File: src/design/pcfe_pkg.sv
package pcfe_pkg;

  // ****************************************
  // Register map
  // ****************************************
  localparam logic [7:0] POWER_CONTROL_ADDR     = 8'h06;
  localparam logic [7:0] RESUME_FLAGS_ADDR      = 8'h07;
  localparam logic [7:0] UNLOCK_KEY_ADDR        = 8'h10;
  localparam logic [7:0] BUCK_RAIL_ENABLES_ADDR = 8'h11;

  // Reset values and writable masks
  localparam logic [7:0] POWER_CONTROL_RESET = 8'h00;
  localparam logic [7:0] RESUME_FLAGS_RESET  = 8'h00;
  localparam logic [7:0] BUCK_ENABLES_RESET  = 8'h00;
  localparam logic [7:0] POWER_CONTROL_MASK  = 8'h03;
  localparam logic [7:0] BUCK_ENABLES_MASK   = 8'h3F;
  localparam logic [7:0] ZERO_BYTE           = 8'h00;

  // Field positions
  localparam int CTRL_SHUTDOWN_EN_BIT = 1;
  localparam int CTRL_TRIGGER_BIT     = 0;
  localparam int BUCK6_BIT            = 5;
  localparam int BUCK5_BIT            = 4;
  localparam int SEAL_STATUS_BIT      = 7;

  // Unlock key value accepted by the device (arbitrary default)
  localparam logic [7:0] UNLOCK_KEY_DEFAULT = 8'h5A;

  // ****************************************
  // Carrier types
  // ****************************************
  typedef struct packed {
    logic       wr;
    logic       rd;
    logic [7:0] addr;
    logic [7:0] wdata;
  } pcfe_req_t;

  typedef struct packed {
    logic [3:0] buck_on;
    logic       valid;
  } pcfe_seq_t;

  typedef enum logic [1:0] {
    PCFE_ON,
    PCFE_SUSPEND,
    PCFE_OFF
  } pcfe_pwr_t;

endpackage

File: src/design/pcfe_regs.sv
// Operation
// - Control resets zero; bits 7-2 read zero, ignore writes; bits 1-0 writable.
// - Shutdown enable low: power-fail output ignored, power state kept.
// - Shutdown enable high and power-fail low: all rails off, enter off.
// - Writing 1 to trigger starts measurement; device self-clears; writing 0 does nothing.
// - Flag register resets zero; bits hold gen outs 3-1, linreg, bucks 4-1.
// - On suspend wake, flag set for each output kept enabled.
// - Flags cleared on power-up from off, or when output disabled in suspend.
// - Unlock key write must precede protected access; key resets zero.
// - Unlock key also serves seal break and default programming.
// - Unlock key register always reads zero.
// - Rail enables protected, reset zero, bits 7-6 read zero, 5-0 bucks 6-1.
// - Buck 6 disable refused unless seal status is zero.
// - Buck 5 sequencer-updated (here the sequencer drives bucks 1-4 only); its disable applies only while seal is zero.
// - Sequencer overwrites buck 1-4 enables on every power-up and power-down.
// - Seal status reads 0 while intact, 1 once broken.
// - Coin-cell level valid only after a measurement trigger.
module pcfe_regs (
  // Clock and reset
  input  wire logic               ref_clk,
  input  wire logic               rst_n,
  // Register access from the serial interface
  input  wire pcfe_pkg::pcfe_req_t req,
  output logic [7:0]              rdata,
  // Key and seal
  input  wire logic [7:0]         unlock_key_value,
  input  wire logic               factory_seal_status,
  output logic                    key_written,
  // Power state and sequencer
  input  wire logic               power_fail_output_n,
  input  wire pcfe_pkg::pcfe_seq_t seq,
  input  wire logic               power_up_from_off,
  input  wire logic               wake_from_suspend,
  input  wire logic [7:0]         suspend_kept,
  // Coin cell
  input  wire logic               coin_cell_done,
  input  wire logic [1:0]         coin_cell_raw,
  output logic                    coin_cell_measure_trigger,
  output logic [1:0]              coin_cell_level,
  output logic                    coin_cell_level_valid,
  // Rail outputs
  output logic [5:0]              buck_on,
  output logic                    shutdown_req
);

  // ****************************************
  // State
  // ****************************************
  logic [1:0] ctrl_reg, ctrl_next;
  logic [7:0] flags_reg, flags_next;
  logic [5:0] buck_reg, buck_next;
  logic       unlocked_reg, unlocked_next;
  logic [1:0] level_reg, level_next;
  logic       level_valid_reg, level_valid_next;
  logic [7:0] rdata_reg, rdata_next;
  logic       meas_reg, meas_next;
  pcfe_pkg::pcfe_pwr_t pwr_reg, pwr_next;

  // Address decode used by several paths
  function automatic logic hit(input pcfe_pkg::pcfe_req_t r, input logic [7:0] a);
    hit = r.wr && (r.addr == a);
  endfunction

  logic ctrl_wr, buck_wr, key_wr;
  assign ctrl_wr = hit(req, pcfe_pkg::POWER_CONTROL_ADDR);
  assign buck_wr = hit(req, pcfe_pkg::BUCK_RAIL_ENABLES_ADDR);
  assign key_wr  = hit(req, pcfe_pkg::UNLOCK_KEY_ADDR);

  // Power-fail trip only counts while shutdown is enabled
  logic pf_trip;
  assign pf_trip = ctrl_reg[pcfe_pkg::CTRL_SHUTDOWN_EN_BIT] && !power_fail_output_n;

  // ****************************************
  // Control register
  // ****************************************
  // Only bits 1-0 take data; a written 1 on the trigger lasts one cycle
  always_comb begin
    ctrl_next                             = ctrl_reg;
    ctrl_next[pcfe_pkg::CTRL_TRIGGER_BIT] = 1'b0;
    if (ctrl_wr) begin
      ctrl_next = req.wdata[1:0];
    end
  end

  // Control register storage
  always_ff @(posedge ref_clk or negedge rst_n) begin
    if (!rst_n) begin
      ctrl_reg <= pcfe_pkg::POWER_CONTROL_RESET[1:0];
    end else begin
      ctrl_reg <= ctrl_next;
    end
  end

  // ****************************************
  // Unlock key
  // ****************************************
  // Unlock lasts only until the next write of any register
  always_comb begin
    unlocked_next = unlocked_reg;
    if (req.wr) begin
      unlocked_next = key_wr && (req.wdata == unlock_key_value);
    end
  end

  // Unlock flag storage; the key value itself is never kept
  always_ff @(posedge ref_clk or negedge rst_n) begin
    if (!rst_n) begin
      unlocked_reg <= 1'b0;
    end else begin
      unlocked_reg <= unlocked_next;
    end
  end

  // ****************************************
  // Rail enables
  // ****************************************
  // Host write first, then the sequencer, then a power-fail shutdown on top
  always_comb begin
    logic [5:0] wv;
    wv        = '0;
    buck_next = buck_reg;
    if (buck_wr && unlocked_reg) begin
      wv = req.wdata[5:0];
      // A broken seal keeps bucks 6 and 5 from being cleared
      if (factory_seal_status) begin
        wv[pcfe_pkg::BUCK6_BIT] = wv[pcfe_pkg::BUCK6_BIT] | buck_reg[pcfe_pkg::BUCK6_BIT];
        wv[pcfe_pkg::BUCK5_BIT] = wv[pcfe_pkg::BUCK5_BIT] | buck_reg[pcfe_pkg::BUCK5_BIT];
      end
      buck_next = wv;
    end
    // Sequencer owns bucks 1-4 on power transitions
    if (seq.valid) begin
      buck_next[3:0] = seq.buck_on;
    end
    // Power-fail shutdown drops every rail
    if (pf_trip) begin
      buck_next = '0;
    end
  end

  // Rail enable storage
  always_ff @(posedge ref_clk or negedge rst_n) begin
    if (!rst_n) begin
      buck_reg <= pcfe_pkg::BUCK_ENABLES_RESET[5:0];
    end else begin
      buck_reg <= buck_next;
    end
  end

  // ****************************************
  // Power state and resume flags
  // ****************************************
  // Power-up from off clears every flag; a wake loads the kept-on pattern
  always_comb begin
    flags_next = flags_reg;
    pwr_next   = pwr_reg;
    if (power_up_from_off) begin
      flags_next = pcfe_pkg::RESUME_FLAGS_RESET;
      pwr_next   = pcfe_pkg::PCFE_ON;
    end else if (wake_from_suspend) begin
      flags_next = suspend_kept;
      pwr_next   = pcfe_pkg::PCFE_ON;
    end
    // Power-fail level is ignored unless shutdown is enabled
    if (pf_trip) begin
      pwr_next = pcfe_pkg::PCFE_OFF;
    end
  end

  // Flag and power state storage; reset leaves the device off
  always_ff @(posedge ref_clk or negedge rst_n) begin
    if (!rst_n) begin
      flags_reg <= pcfe_pkg::RESUME_FLAGS_RESET;
      pwr_reg   <= pcfe_pkg::PCFE_OFF;
    end else begin
      flags_reg <= flags_next;
      pwr_reg   <= pwr_next;
    end
  end

  // ****************************************
  // Coin-cell result
  // ****************************************
  // A result is taken only for a measurement that the host started
  always_comb begin
    meas_next        = meas_reg;
    level_next       = level_reg;
    level_valid_next = level_valid_reg;
    if (ctrl_reg[pcfe_pkg::CTRL_TRIGGER_BIT]) begin
      meas_next = 1'b1;
    end else if (coin_cell_done && meas_reg) begin
      meas_next        = 1'b0;
      level_next       = coin_cell_raw;
      level_valid_next = 1'b1;
    end
  end

  // Coin-cell storage
  always_ff @(posedge ref_clk or negedge rst_n) begin
    if (!rst_n) begin
      meas_reg        <= 1'b0;
      level_reg       <= 2'h0;
      level_valid_reg <= 1'b0;
    end else begin
      meas_reg        <= meas_next;
      level_reg       <= level_next;
      level_valid_reg <= level_valid_next;
    end
  end

  // ****************************************
  // Read data
  // ****************************************
  // Read data stands one cycle after the read and is zero otherwise
  always_comb begin
    rdata_next = pcfe_pkg::ZERO_BYTE;
    if (req.rd) begin
      case (req.addr)
        pcfe_pkg::POWER_CONTROL_ADDR:     rdata_next = {6'h00, ctrl_reg};
        pcfe_pkg::RESUME_FLAGS_ADDR:      rdata_next = flags_reg;
        pcfe_pkg::UNLOCK_KEY_ADDR:        rdata_next = pcfe_pkg::ZERO_BYTE;
        pcfe_pkg::BUCK_RAIL_ENABLES_ADDR: rdata_next = {2'h0, buck_reg};
        default:                          rdata_next = pcfe_pkg::ZERO_BYTE;
      endcase
    end
  end

  // Read data storage
  always_ff @(posedge ref_clk or negedge rst_n) begin
    if (!rst_n) begin
      rdata_reg <= pcfe_pkg::ZERO_BYTE;
    end else begin
      rdata_reg <= rdata_next;
    end
  end

  // Outputs
  assign rdata                     = rdata_reg;
  assign key_written               = unlocked_reg;
  assign coin_cell_measure_trigger = ctrl_reg[pcfe_pkg::CTRL_TRIGGER_BIT];
  assign coin_cell_level           = level_reg;
  assign coin_cell_level_valid     = level_valid_reg;
  assign buck_on                   = buck_reg;
  assign shutdown_req              = (pwr_reg == pcfe_pkg::PCFE_OFF);

  // ****************************************
  // Assertions
  // ****************************************
  property p_trigger_clears;
    @(posedge ref_clk) disable iff (!rst_n)
    coin_cell_measure_trigger && !ctrl_wr |=> !coin_cell_measure_trigger;
  endproperty
  a_trigger_clears: assert property (p_trigger_clears) else $error("trigger did not self clear");

  property p_key_reads_zero;
    @(posedge ref_clk) disable iff (!rst_n)
    req.rd && req.addr == pcfe_pkg::UNLOCK_KEY_ADDR |=> rdata == 8'h00;
  endproperty
  a_key_reads_zero: assert property (p_key_reads_zero) else $error("key read not zero");

  property p_ctrl_read;
    @(posedge ref_clk) disable iff (!rst_n)
    req.rd && req.addr == pcfe_pkg::POWER_CONTROL_ADDR |=> rdata[7:2] == 6'h00;
  endproperty
  a_ctrl_read: assert property (p_ctrl_read) else $error("control reserved bits set");

  property p_locked_write;
    @(posedge ref_clk) disable iff (!rst_n)
    buck_wr && !unlocked_reg && !seq.valid && power_fail_output_n |=> $stable(buck_on);
  endproperty
  a_locked_write: assert property (p_locked_write) else $error("locked write changed enables");

  property p_buck6_keep;
    @(posedge ref_clk) disable iff (!rst_n)
    factory_seal_status && buck_on[5] && power_fail_output_n |=> buck_on[5];
  endproperty
  a_buck6_keep: assert property (p_buck6_keep) else $error("buck6 disabled with seal broken");

  property p_buck5_keep;
    @(posedge ref_clk) disable iff (!rst_n)
    factory_seal_status && buck_on[4] && power_fail_output_n |=> buck_on[4];
  endproperty
  a_buck5_keep: assert property (p_buck5_keep) else $error("buck5 disabled with seal broken");

  property p_pf_shutdown;
    @(posedge ref_clk) disable iff (!rst_n)
    ctrl_reg[1] && !power_fail_output_n |=> buck_on == 6'h00 && shutdown_req;
  endproperty
  a_pf_shutdown: assert property (p_pf_shutdown) else $error("power fail did not shut down");

  property p_pf_ignored;
    @(posedge ref_clk) disable iff (!rst_n)
    !ctrl_reg[1] && !shutdown_req && !power_up_from_off |=> !shutdown_req;
  endproperty
  a_pf_ignored: assert property (p_pf_ignored) else $error("power fail acted while disabled");

  property p_seq_overwrite;
    @(posedge ref_clk) disable iff (!rst_n)
    seq.valid && power_fail_output_n |=> buck_on[3:0] == $past(seq.buck_on);
  endproperty
  a_seq_overwrite: assert property (p_seq_overwrite) else $error("sequencer overwrite lost");

  property p_wake_flags;
    @(posedge ref_clk) disable iff (!rst_n)
    wake_from_suspend && !power_up_from_off |=> flags_reg == $past(suspend_kept);
  endproperty
  a_wake_flags: assert property (p_wake_flags) else $error("resume flags wrong");

  property p_flags_clear;
    @(posedge ref_clk) disable iff (!rst_n)
    power_up_from_off |=> flags_reg == pcfe_pkg::RESUME_FLAGS_RESET;
  endproperty
  a_flags_clear: assert property (p_flags_clear) else $error("flags not cleared at power up");

  property p_flag_read;
    @(posedge ref_clk) disable iff (!rst_n)
    req.rd && req.addr == pcfe_pkg::RESUME_FLAGS_ADDR |=> rdata == $past(flags_reg);
  endproperty
  a_flag_read: assert property (p_flag_read) else $error("flag read mismatch");

  property p_enable_read;
    @(posedge ref_clk) disable iff (!rst_n)
    req.rd && req.addr == pcfe_pkg::BUCK_RAIL_ENABLES_ADDR |=> rdata[7:6] == 2'h0;
  endproperty
  a_enable_read: assert property (p_enable_read) else $error("enable reserved bits set");

  property p_key_drop;
    @(posedge ref_clk) disable iff (!rst_n)
    req.wr && !key_wr |=> !key_written;
  endproperty
  a_key_drop: assert property (p_key_drop) else $error("unlock survived another write");

  property p_level_needs_trigger;
    @(posedge ref_clk) disable iff (!rst_n)
    !coin_cell_level_valid && !meas_reg |=> !coin_cell_level_valid;
  endproperty
  a_level_needs_trigger: assert property (p_level_needs_trigger) else $error("level valid without trigger");

  // Main scenarios reached
  c_unlock_write: cover property (@(posedge ref_clk) disable iff (!rst_n) unlocked_reg && buck_wr);
  c_trigger: cover property (@(posedge ref_clk) disable iff (!rst_n) coin_cell_measure_trigger);
  c_shutdown: cover property (@(posedge ref_clk) disable iff (!rst_n) ctrl_reg[1] && !power_fail_output_n);
  c_wake: cover property (@(posedge ref_clk) disable iff (!rst_n) wake_from_suspend);
  c_coin_result: cover property (@(posedge ref_clk) disable iff (!rst_n) coin_cell_done && meas_reg);

endmodule

File: config.mk
export PLATFORM = sky130hd
export DESIGN_NAME = pcfe_regs
export DESIGN_NICKNAME = d
export VERILOG_FILES = /design/src/design/pcfe_pkg.sv /design/src/design/pcfe_regs.sv
export SDC_FILE = /design/constraint.sdc
export NUM_CORES = 1
export LEC_CHECK = 0
export BUFFER_PORTS_ARGS = -buffer_cell sky130_fd_sc_hd__buf_2
export CAP_MARGIN = 0
export CORE_UTILIZATION = 50
export CTS_CLUSTER_DIAMETER = 40
export DETAILED_ROUTE_END_ITERATION = 8
export GPL_TIMING_DRIVEN = 0
export HOLD_SLACK_MARGIN = 0.08
export PLACE_DENSITY = 0.84
export SLEW_MARGIN = 20
export SYNTH_ARGS = -nofsm -noshare
export SYNTH_HDL_FRONTEND = slang
export SYNTH_SLANG_ARGS = --single-unit
export TNS_END_PERCENT = 100
File: constraint.sdc
create_clock -name ref_clk -period 1.9 [get_ports ref_clk]
set_input_delay 0.57 -clock ref_clk [delete_from_list [all_inputs] [get_ports ref_clk]]
set_output_delay 0.57 -clock ref_clk [all_outputs]
set_load 0.02 [all_outputs]
==> report_table.html <==
<table>
<tr><th>Metric</th><th>Value</th></tr>
<tr><th colspan="2">Status</th></tr>
<tr><td>Run status</td><td>finished, violations left</td></tr>
<tr><td>Violations in the final reports</td><td>DRC</td></tr>
<tr><th colspan="2">Global route</th></tr>
<tr><td>Largest net degree at the start of global routing</td><td>31</td></tr>
<tr><td>Wire length of the first global-routing pass</td><td>6575 um</td></tr>
<tr><td>Via count of the first global-routing pass</td><td>1457</td></tr>
<tr><td>Number of antenna violations at the first check in global routing</td><td>0</td></tr>
<tr><td>Global-route total usage across every layer</td><td>27.29%</td></tr>
<tr><td>Gr ovfl total</td><td>0</td></tr>
<tr><th colspan="2">CTS</th></tr>
<tr><td>Buffer depth of the longest clock path</td><td>2</td></tr>
<tr><td>H-tree depth</td><td>2</td></tr>
<tr><td>CTS sink cnt</td><td>30</td></tr>
<tr><td>Clock latency at the later pin of the worst-skew pair</td><td>between 0.3 and 0.4 ns</td></tr>
<tr><td>Clock slew seen by the registers of the worst setup and hold paths</td><td>0.09 ns</td></tr>
<tr><td>Post-cts hold buffer count</td><td>0</td></tr>
<tr><td>Cts repair resizes</td><td>0</td></tr>
<tr><td>Clock tree from TritonCTS</td><td>built</td></tr>
<tr><td>Cts bufs inserted</td><td>5</td></tr>
<tr><td>Clock root cell</td><td>sky130_fd_sc_hd__clkbuf_4</td></tr>
<tr><td>Number of buffers inserted to repair setup after CTS</td><td>0</td></tr>
<tr><th colspan="2">Setup path</th></tr>
<tr><td>Worst Path Buf+Inv</td><td>1</td></tr>
<tr><td>Critical path startpoint category</td><td>input port</td></tr>
<tr><td>Setup CP Type</td><td>in2reg</td></tr>
<tr><td>Req. time, crit path</td><td>2.10 ns</td></tr>
<tr><td>Cells along the critical path</td><td>buf_2 -&gt; or4b_1 -&gt; nor4_1 -&gt; o22ai_1</td></tr>
<tr><td>Largest fanout of any net on the critical path</td><td>5</td></tr>
<tr><td>Crit. End Element</td><td>register</td></tr>
<tr><td>Slowest library cell on the worst path</td><td>sky130_fd_sc_hd__or4b_1</td></tr>
<tr><td>CP arrival</td><td>1.98 ns</td></tr>
<tr><td>Dominant delay contributor by cell family on the critical path</td><td>simple AND/OR/NAND/NOR gates</td></tr>
<tr><td>CP peak stage delay</td><td>0.64 ns</td></tr>
<tr><th colspan="2">Detailed routing</th></tr>
<tr><td>Count of vias placed by the detailed router</td><td>1472</td></tr>
<tr><td>Post-DRT Antenna Nets</td><td>0</td></tr>
<tr><td>Routed vias/inst</td><td>about 6</td></tr>
<tr><td>Average routed wire per standard cell</td><td>15.80 um</td></tr>
<tr><td>Aggregate routed wire length</td><td>between 3000 and 4000 um</td></tr>
<tr><td>Iteration-0 DRC count of the detailed router</td><td>63</td></tr>
<tr><td>Remaining routing DRC violations</td><td>10</td></tr>
<tr><td>Length of the first detailed-routing pass in iterations</td><td>6</td></tr>
<tr><th colspan="2">STA</th></tr>
<tr><td>Final setup violation count</td><td>0</td></tr>
<tr><td>Hold violation count in the final report</td><td>0</td></tr>
<tr><td>Worst-Margin Slew</td><td>0.6332 ns</td></tr>
<tr><td>Final worst slack</td><td>~0.13 ns</td></tr>
<tr><td>Peak Freq</td><td>about 0.56 GHz</td></tr>
<tr><td>Max-Slew Margin vs Limit</td><td>57.79%</td></tr>
<tr><td>Final clock skew</td><td>0.006109 ns</td></tr>
<tr><td>Time the worst path needs with I/O delays and setup</td><td>1.773 ns</td></tr>
<tr><td>Final number of max-transition violations</td><td>0</td></tr>
<tr><td>Part of the cycle the worst path needs</td><td>93.31%</td></tr>
<tr><td>RSZ-0062 raised after global routing</td><td>false</td></tr>
<tr><th colspan="2">Die</th></tr>
<tr><td>Ports</td><td>68</td></tr>
<tr><td>Die Y</td><td>between 50 and 60 um</td></tr>
<tr><td>Initial core utilization</td><td>54.10%</td></tr>
<tr><td>Area of the core</td><td>2805 sq um</td></tr>
<tr><td>DIE AREA</td><td>roughly 3300 sq um</td></tr>
<tr><td>Width of the die</td><td>57.10 um</td></tr>
<tr><td>Rows</td><td>19</td></tr>
<tr><th colspan="2">Place</th></tr>
<tr><td>Post-DP HPWL</td><td>between 2000 and 3000 um</td></tr>
<tr><td>Placer's final routability congestion estimate</td><td>0.9007</td></tr>
<tr><td>Placed instance area</td><td>1882 sq um</td></tr>
<tr><td>Place WS</td><td>-0.2289 ns</td></tr>
<tr><td>Count of buffers from port buffering</td><td>65</td></tr>
<tr><th colspan="2">Logic synthesis</th></tr>
<tr><td>Number of flops mapped to enable cells by yosys</td><td>0</td></tr>
<tr><td>YS warnings</td><td>0</td></tr>
<tr><td>Number of flip-flops and latches in the synthesized netlist</td><td>30</td></tr>
<tr><td>Gate Count Post-Synth</td><td>146</td></tr>
<tr><td>Number of distinct library cells after synthesis</td><td>37</td></tr>
<tr><td>Part of the Yosys area used for sequential elements</td><td>49.55%</td></tr>
<tr><td>Most instantiated flip-flop cell in the synthesis netlist</td><td>sky130_fd_sc_hd__dfrtp_1</td></tr>
<tr><td>Net count after synthesis</td><td>194</td></tr>
<tr><td>Synthesized area per cell</td><td>10.40 sq um</td></tr>
<tr><td>Summed instance area of the synthesized netlist</td><td>1518 sq um</td></tr>
<tr><td>Fraction of registers with async set/reset</td><td>100.0%</td></tr>
<tr><th colspan="2">Finish</th></tr>
<tr><td>Antenna diode count</td><td>0</td></tr>
<tr><td>P&amp;R area growth vs syn</td><td>31.74%</td></tr>
<tr><td>Net count of the finished layout</td><td>266</td></tr>
<tr><td>Share of post-route cells with drive strength above 1</td><td>37.44%</td></tr>
<tr><td>Final std cell area, no fill</td><td>1999 sq um</td></tr>
<tr><td>Final core area utilization</td><td>just over 70%</td></tr>
<tr><th colspan="2">Power</th></tr>
<tr><td>Power density of the placed cells</td><td>around 770 nW/um^2</td></tr>
<tr><td>Worst voltage drop across the vdd grid</td><td>roughly 0.71 mV</td></tr>
<tr><td>Static Leakage</td><td>0.9886 nW</td></tr>
<tr><th colspan="2">Job</th></tr>
<tr><td>Max cap viols</td><td>0</td></tr>
<tr><th colspan="2">Min path</th></tr>
<tr><td>Path type of the worst min-delay path</td><td>in2async</td></tr>
</table>
-- worst register-to-register path: stages (launching register included) --
cell and delay [ns]:
sky130_fd_sc_hd__dfrtp_1 0.40, sky130_fd_sc_hd__nand2b_1 0.07, sky130_fd_sc_hd__buf_1 0.30, sky130_fd_sc_hd__o21ai_0 0.17, sky130_fd_sc_hd__a31oi_1 0.21
-- power breakdown --
group,internal (W),switching [W]
clock,0.000446,0.000218
sequential,0.000660,0.0000151
combinational,0.0000857,0.000108
-- kinds of logic (layout without fill, tap and decap cells) --
group                     count (synthesis)  after routing  share of synthesized area, %
and+or+nand+nor                          63             63                         24.65
DFF                                      30             30                         49.55
AOI/OAI and AO/OA                        24             24                         10.55
muxes                                    12             12                         8.244
buffers and inverters                     9             82                         2.391
xor gates and xnor gates                  8              8                         4.617
-- worst paths after layout --
kind / startpoint / to / slack, ns / cells past startpoint
min: rst_n / rdata[6]$_DFF_PN0_ / 0.25 / 1
min reg2reg: pwr_reg[1]$_DFFE_PN1P_ / pwr_reg[1]$_DFFE_PN1P_ / 0.46 / 2
max reg2reg: ctrl_reg[1]$_DFFE_PN0P_ / buck_on[0]$_DFFE_PN0P_ / 0.66 / 4
min in group ref_clk: coin_cell_raw[0] / coin_cell_level[0]$_DFFE_PN0P_ / 0.46 / 2
max: req[13] / buck_on[5]$_DFFE_PN0P_ / 0.13 / 4
max in group asynchronous: rst_n / buck_on[4]$_DFFE_PN0P_ / 1.24 / 1
-- cell usage after synthesis, types with 3 or more instances --
cell type	count	area, sq um
sky130_fd_sc_hd__nor2_1	9	33.78
sky130_fd_sc_hd__nand4_1	8	50.05
sky130_fd_sc_hd__xnor2_1	8	70.07
sky130_fd_sc_hd__or4_1	4	30.03
sky130_fd_sc_hd__o21ai_0	5	25.02
sky130_fd_sc_hd__mux2_2	4	45.04
sky130_fd_sc_hd__nand2_1	12	45.04
sky130_fd_sc_hd__nand2b_1	3	18.77
sky130_fd_sc_hd__dfrtp_1	29	725.7
sky130_fd_sc_hd__a31oi_1	4	25.02
sky130_fd_sc_hd__mux2i_1	8	80.08
sky130_fd_sc_hd__a211oi_1	6	45.04
sky130_fd_sc_hd__nand3_1	7	35.03
sky130_fd_sc_hd__inv_1	3	11.26
sky130_fd_sc_hd__o31ai_1	5	37.54
-- routing by layer --
| layer | global-route usage, % | vias up | routed length (um) |
|---|---|---|---|
| met4 | 13.24 | 0 | 119 |
| met3 | 8.617 | 13 | 351 |
| li1 | - | 690 | - |
| met2 | 46.22 | 79 | 2023 |
| met5 | 0 | - | 0 |
| met1 | 31.34 | 690 | 1455 |
-- cell type report --
class	instances	area (sq um)
clock buffers	6	51.30
plain buffers	6	25.02
fillers	223	805.8
well taps	31	38.79
multi-input cells	107	735.7
inverters	3	11.26
flip-flops and latches	30	752.0
repair buffers	65	325.3
clock inverters	2	60.06
-- cell usage in the layout, fill, tap and decap left out, types with 2 or more instances in the layout --
| cell type | count |
|---|---|
| sky130_fd_sc_hd__xnor2_1 | 8 |
| sky130_fd_sc_hd__and4_1 | 2 |
| sky130_fd_sc_hd__clkbuf_1 | 2 |
| sky130_fd_sc_hd__or4_1 | 4 |
| sky130_fd_sc_hd__nor3_1 | 2 |
| sky130_fd_sc_hd__o21ai_0 | 5 |
| sky130_fd_sc_hd__mux2i_1 | 8 |
| sky130_fd_sc_hd__o31ai_1 | 5 |
| sky130_fd_sc_hd__buf_2 | 67 |
| sky130_fd_sc_hd__nor2_1 | 9 |
| sky130_fd_sc_hd__clkbuf_4 | 5 |
| sky130_fd_sc_hd__a211oi_1 | 6 |
| sky130_fd_sc_hd__inv_1 | 3 |
| sky130_fd_sc_hd__nand4_1 | 8 |
| sky130_fd_sc_hd__nand3b_1 | 2 |
| sky130_fd_sc_hd__nand3_1 | 7 |
| sky130_fd_sc_hd__buf_1 | 2 |
| sky130_fd_sc_hd__bufinv_16 | 2 |
| sky130_fd_sc_hd__dfrtp_1 | 29 |
| sky130_fd_sc_hd__nand2_1 | 12 |
| sky130_fd_sc_hd__nand2b_1 | 3 |
| sky130_fd_sc_hd__a31oi_1 | 4 |
| sky130_fd_sc_hd__or4b_1 | 2 |
| sky130_fd_sc_hd__o22ai_1 | 2 |
| sky130_fd_sc_hd__mux2_2 | 4 |
-- through the flow --
step | power [W] | hold slack (ns) | std cells | setup TNS (ns)
6_report | 0.001533 | 0.2454 | 250 | 0
4_1_cts | 0.001542 | 0.2677 | 250 | 0
3_3_place_gp | 0.0008681 | 0.4440 | 242 | -1.220
5_1_grt | 0.001595 | 0.2814 | 250 | 0
3_5_place_dp | 0.0008773 | 0.4467 | 242 | -2.118
2_1_floorplan | 0.0007762 | 0.2744 | 146 | 0
Power figures use the tool's default switching activity.
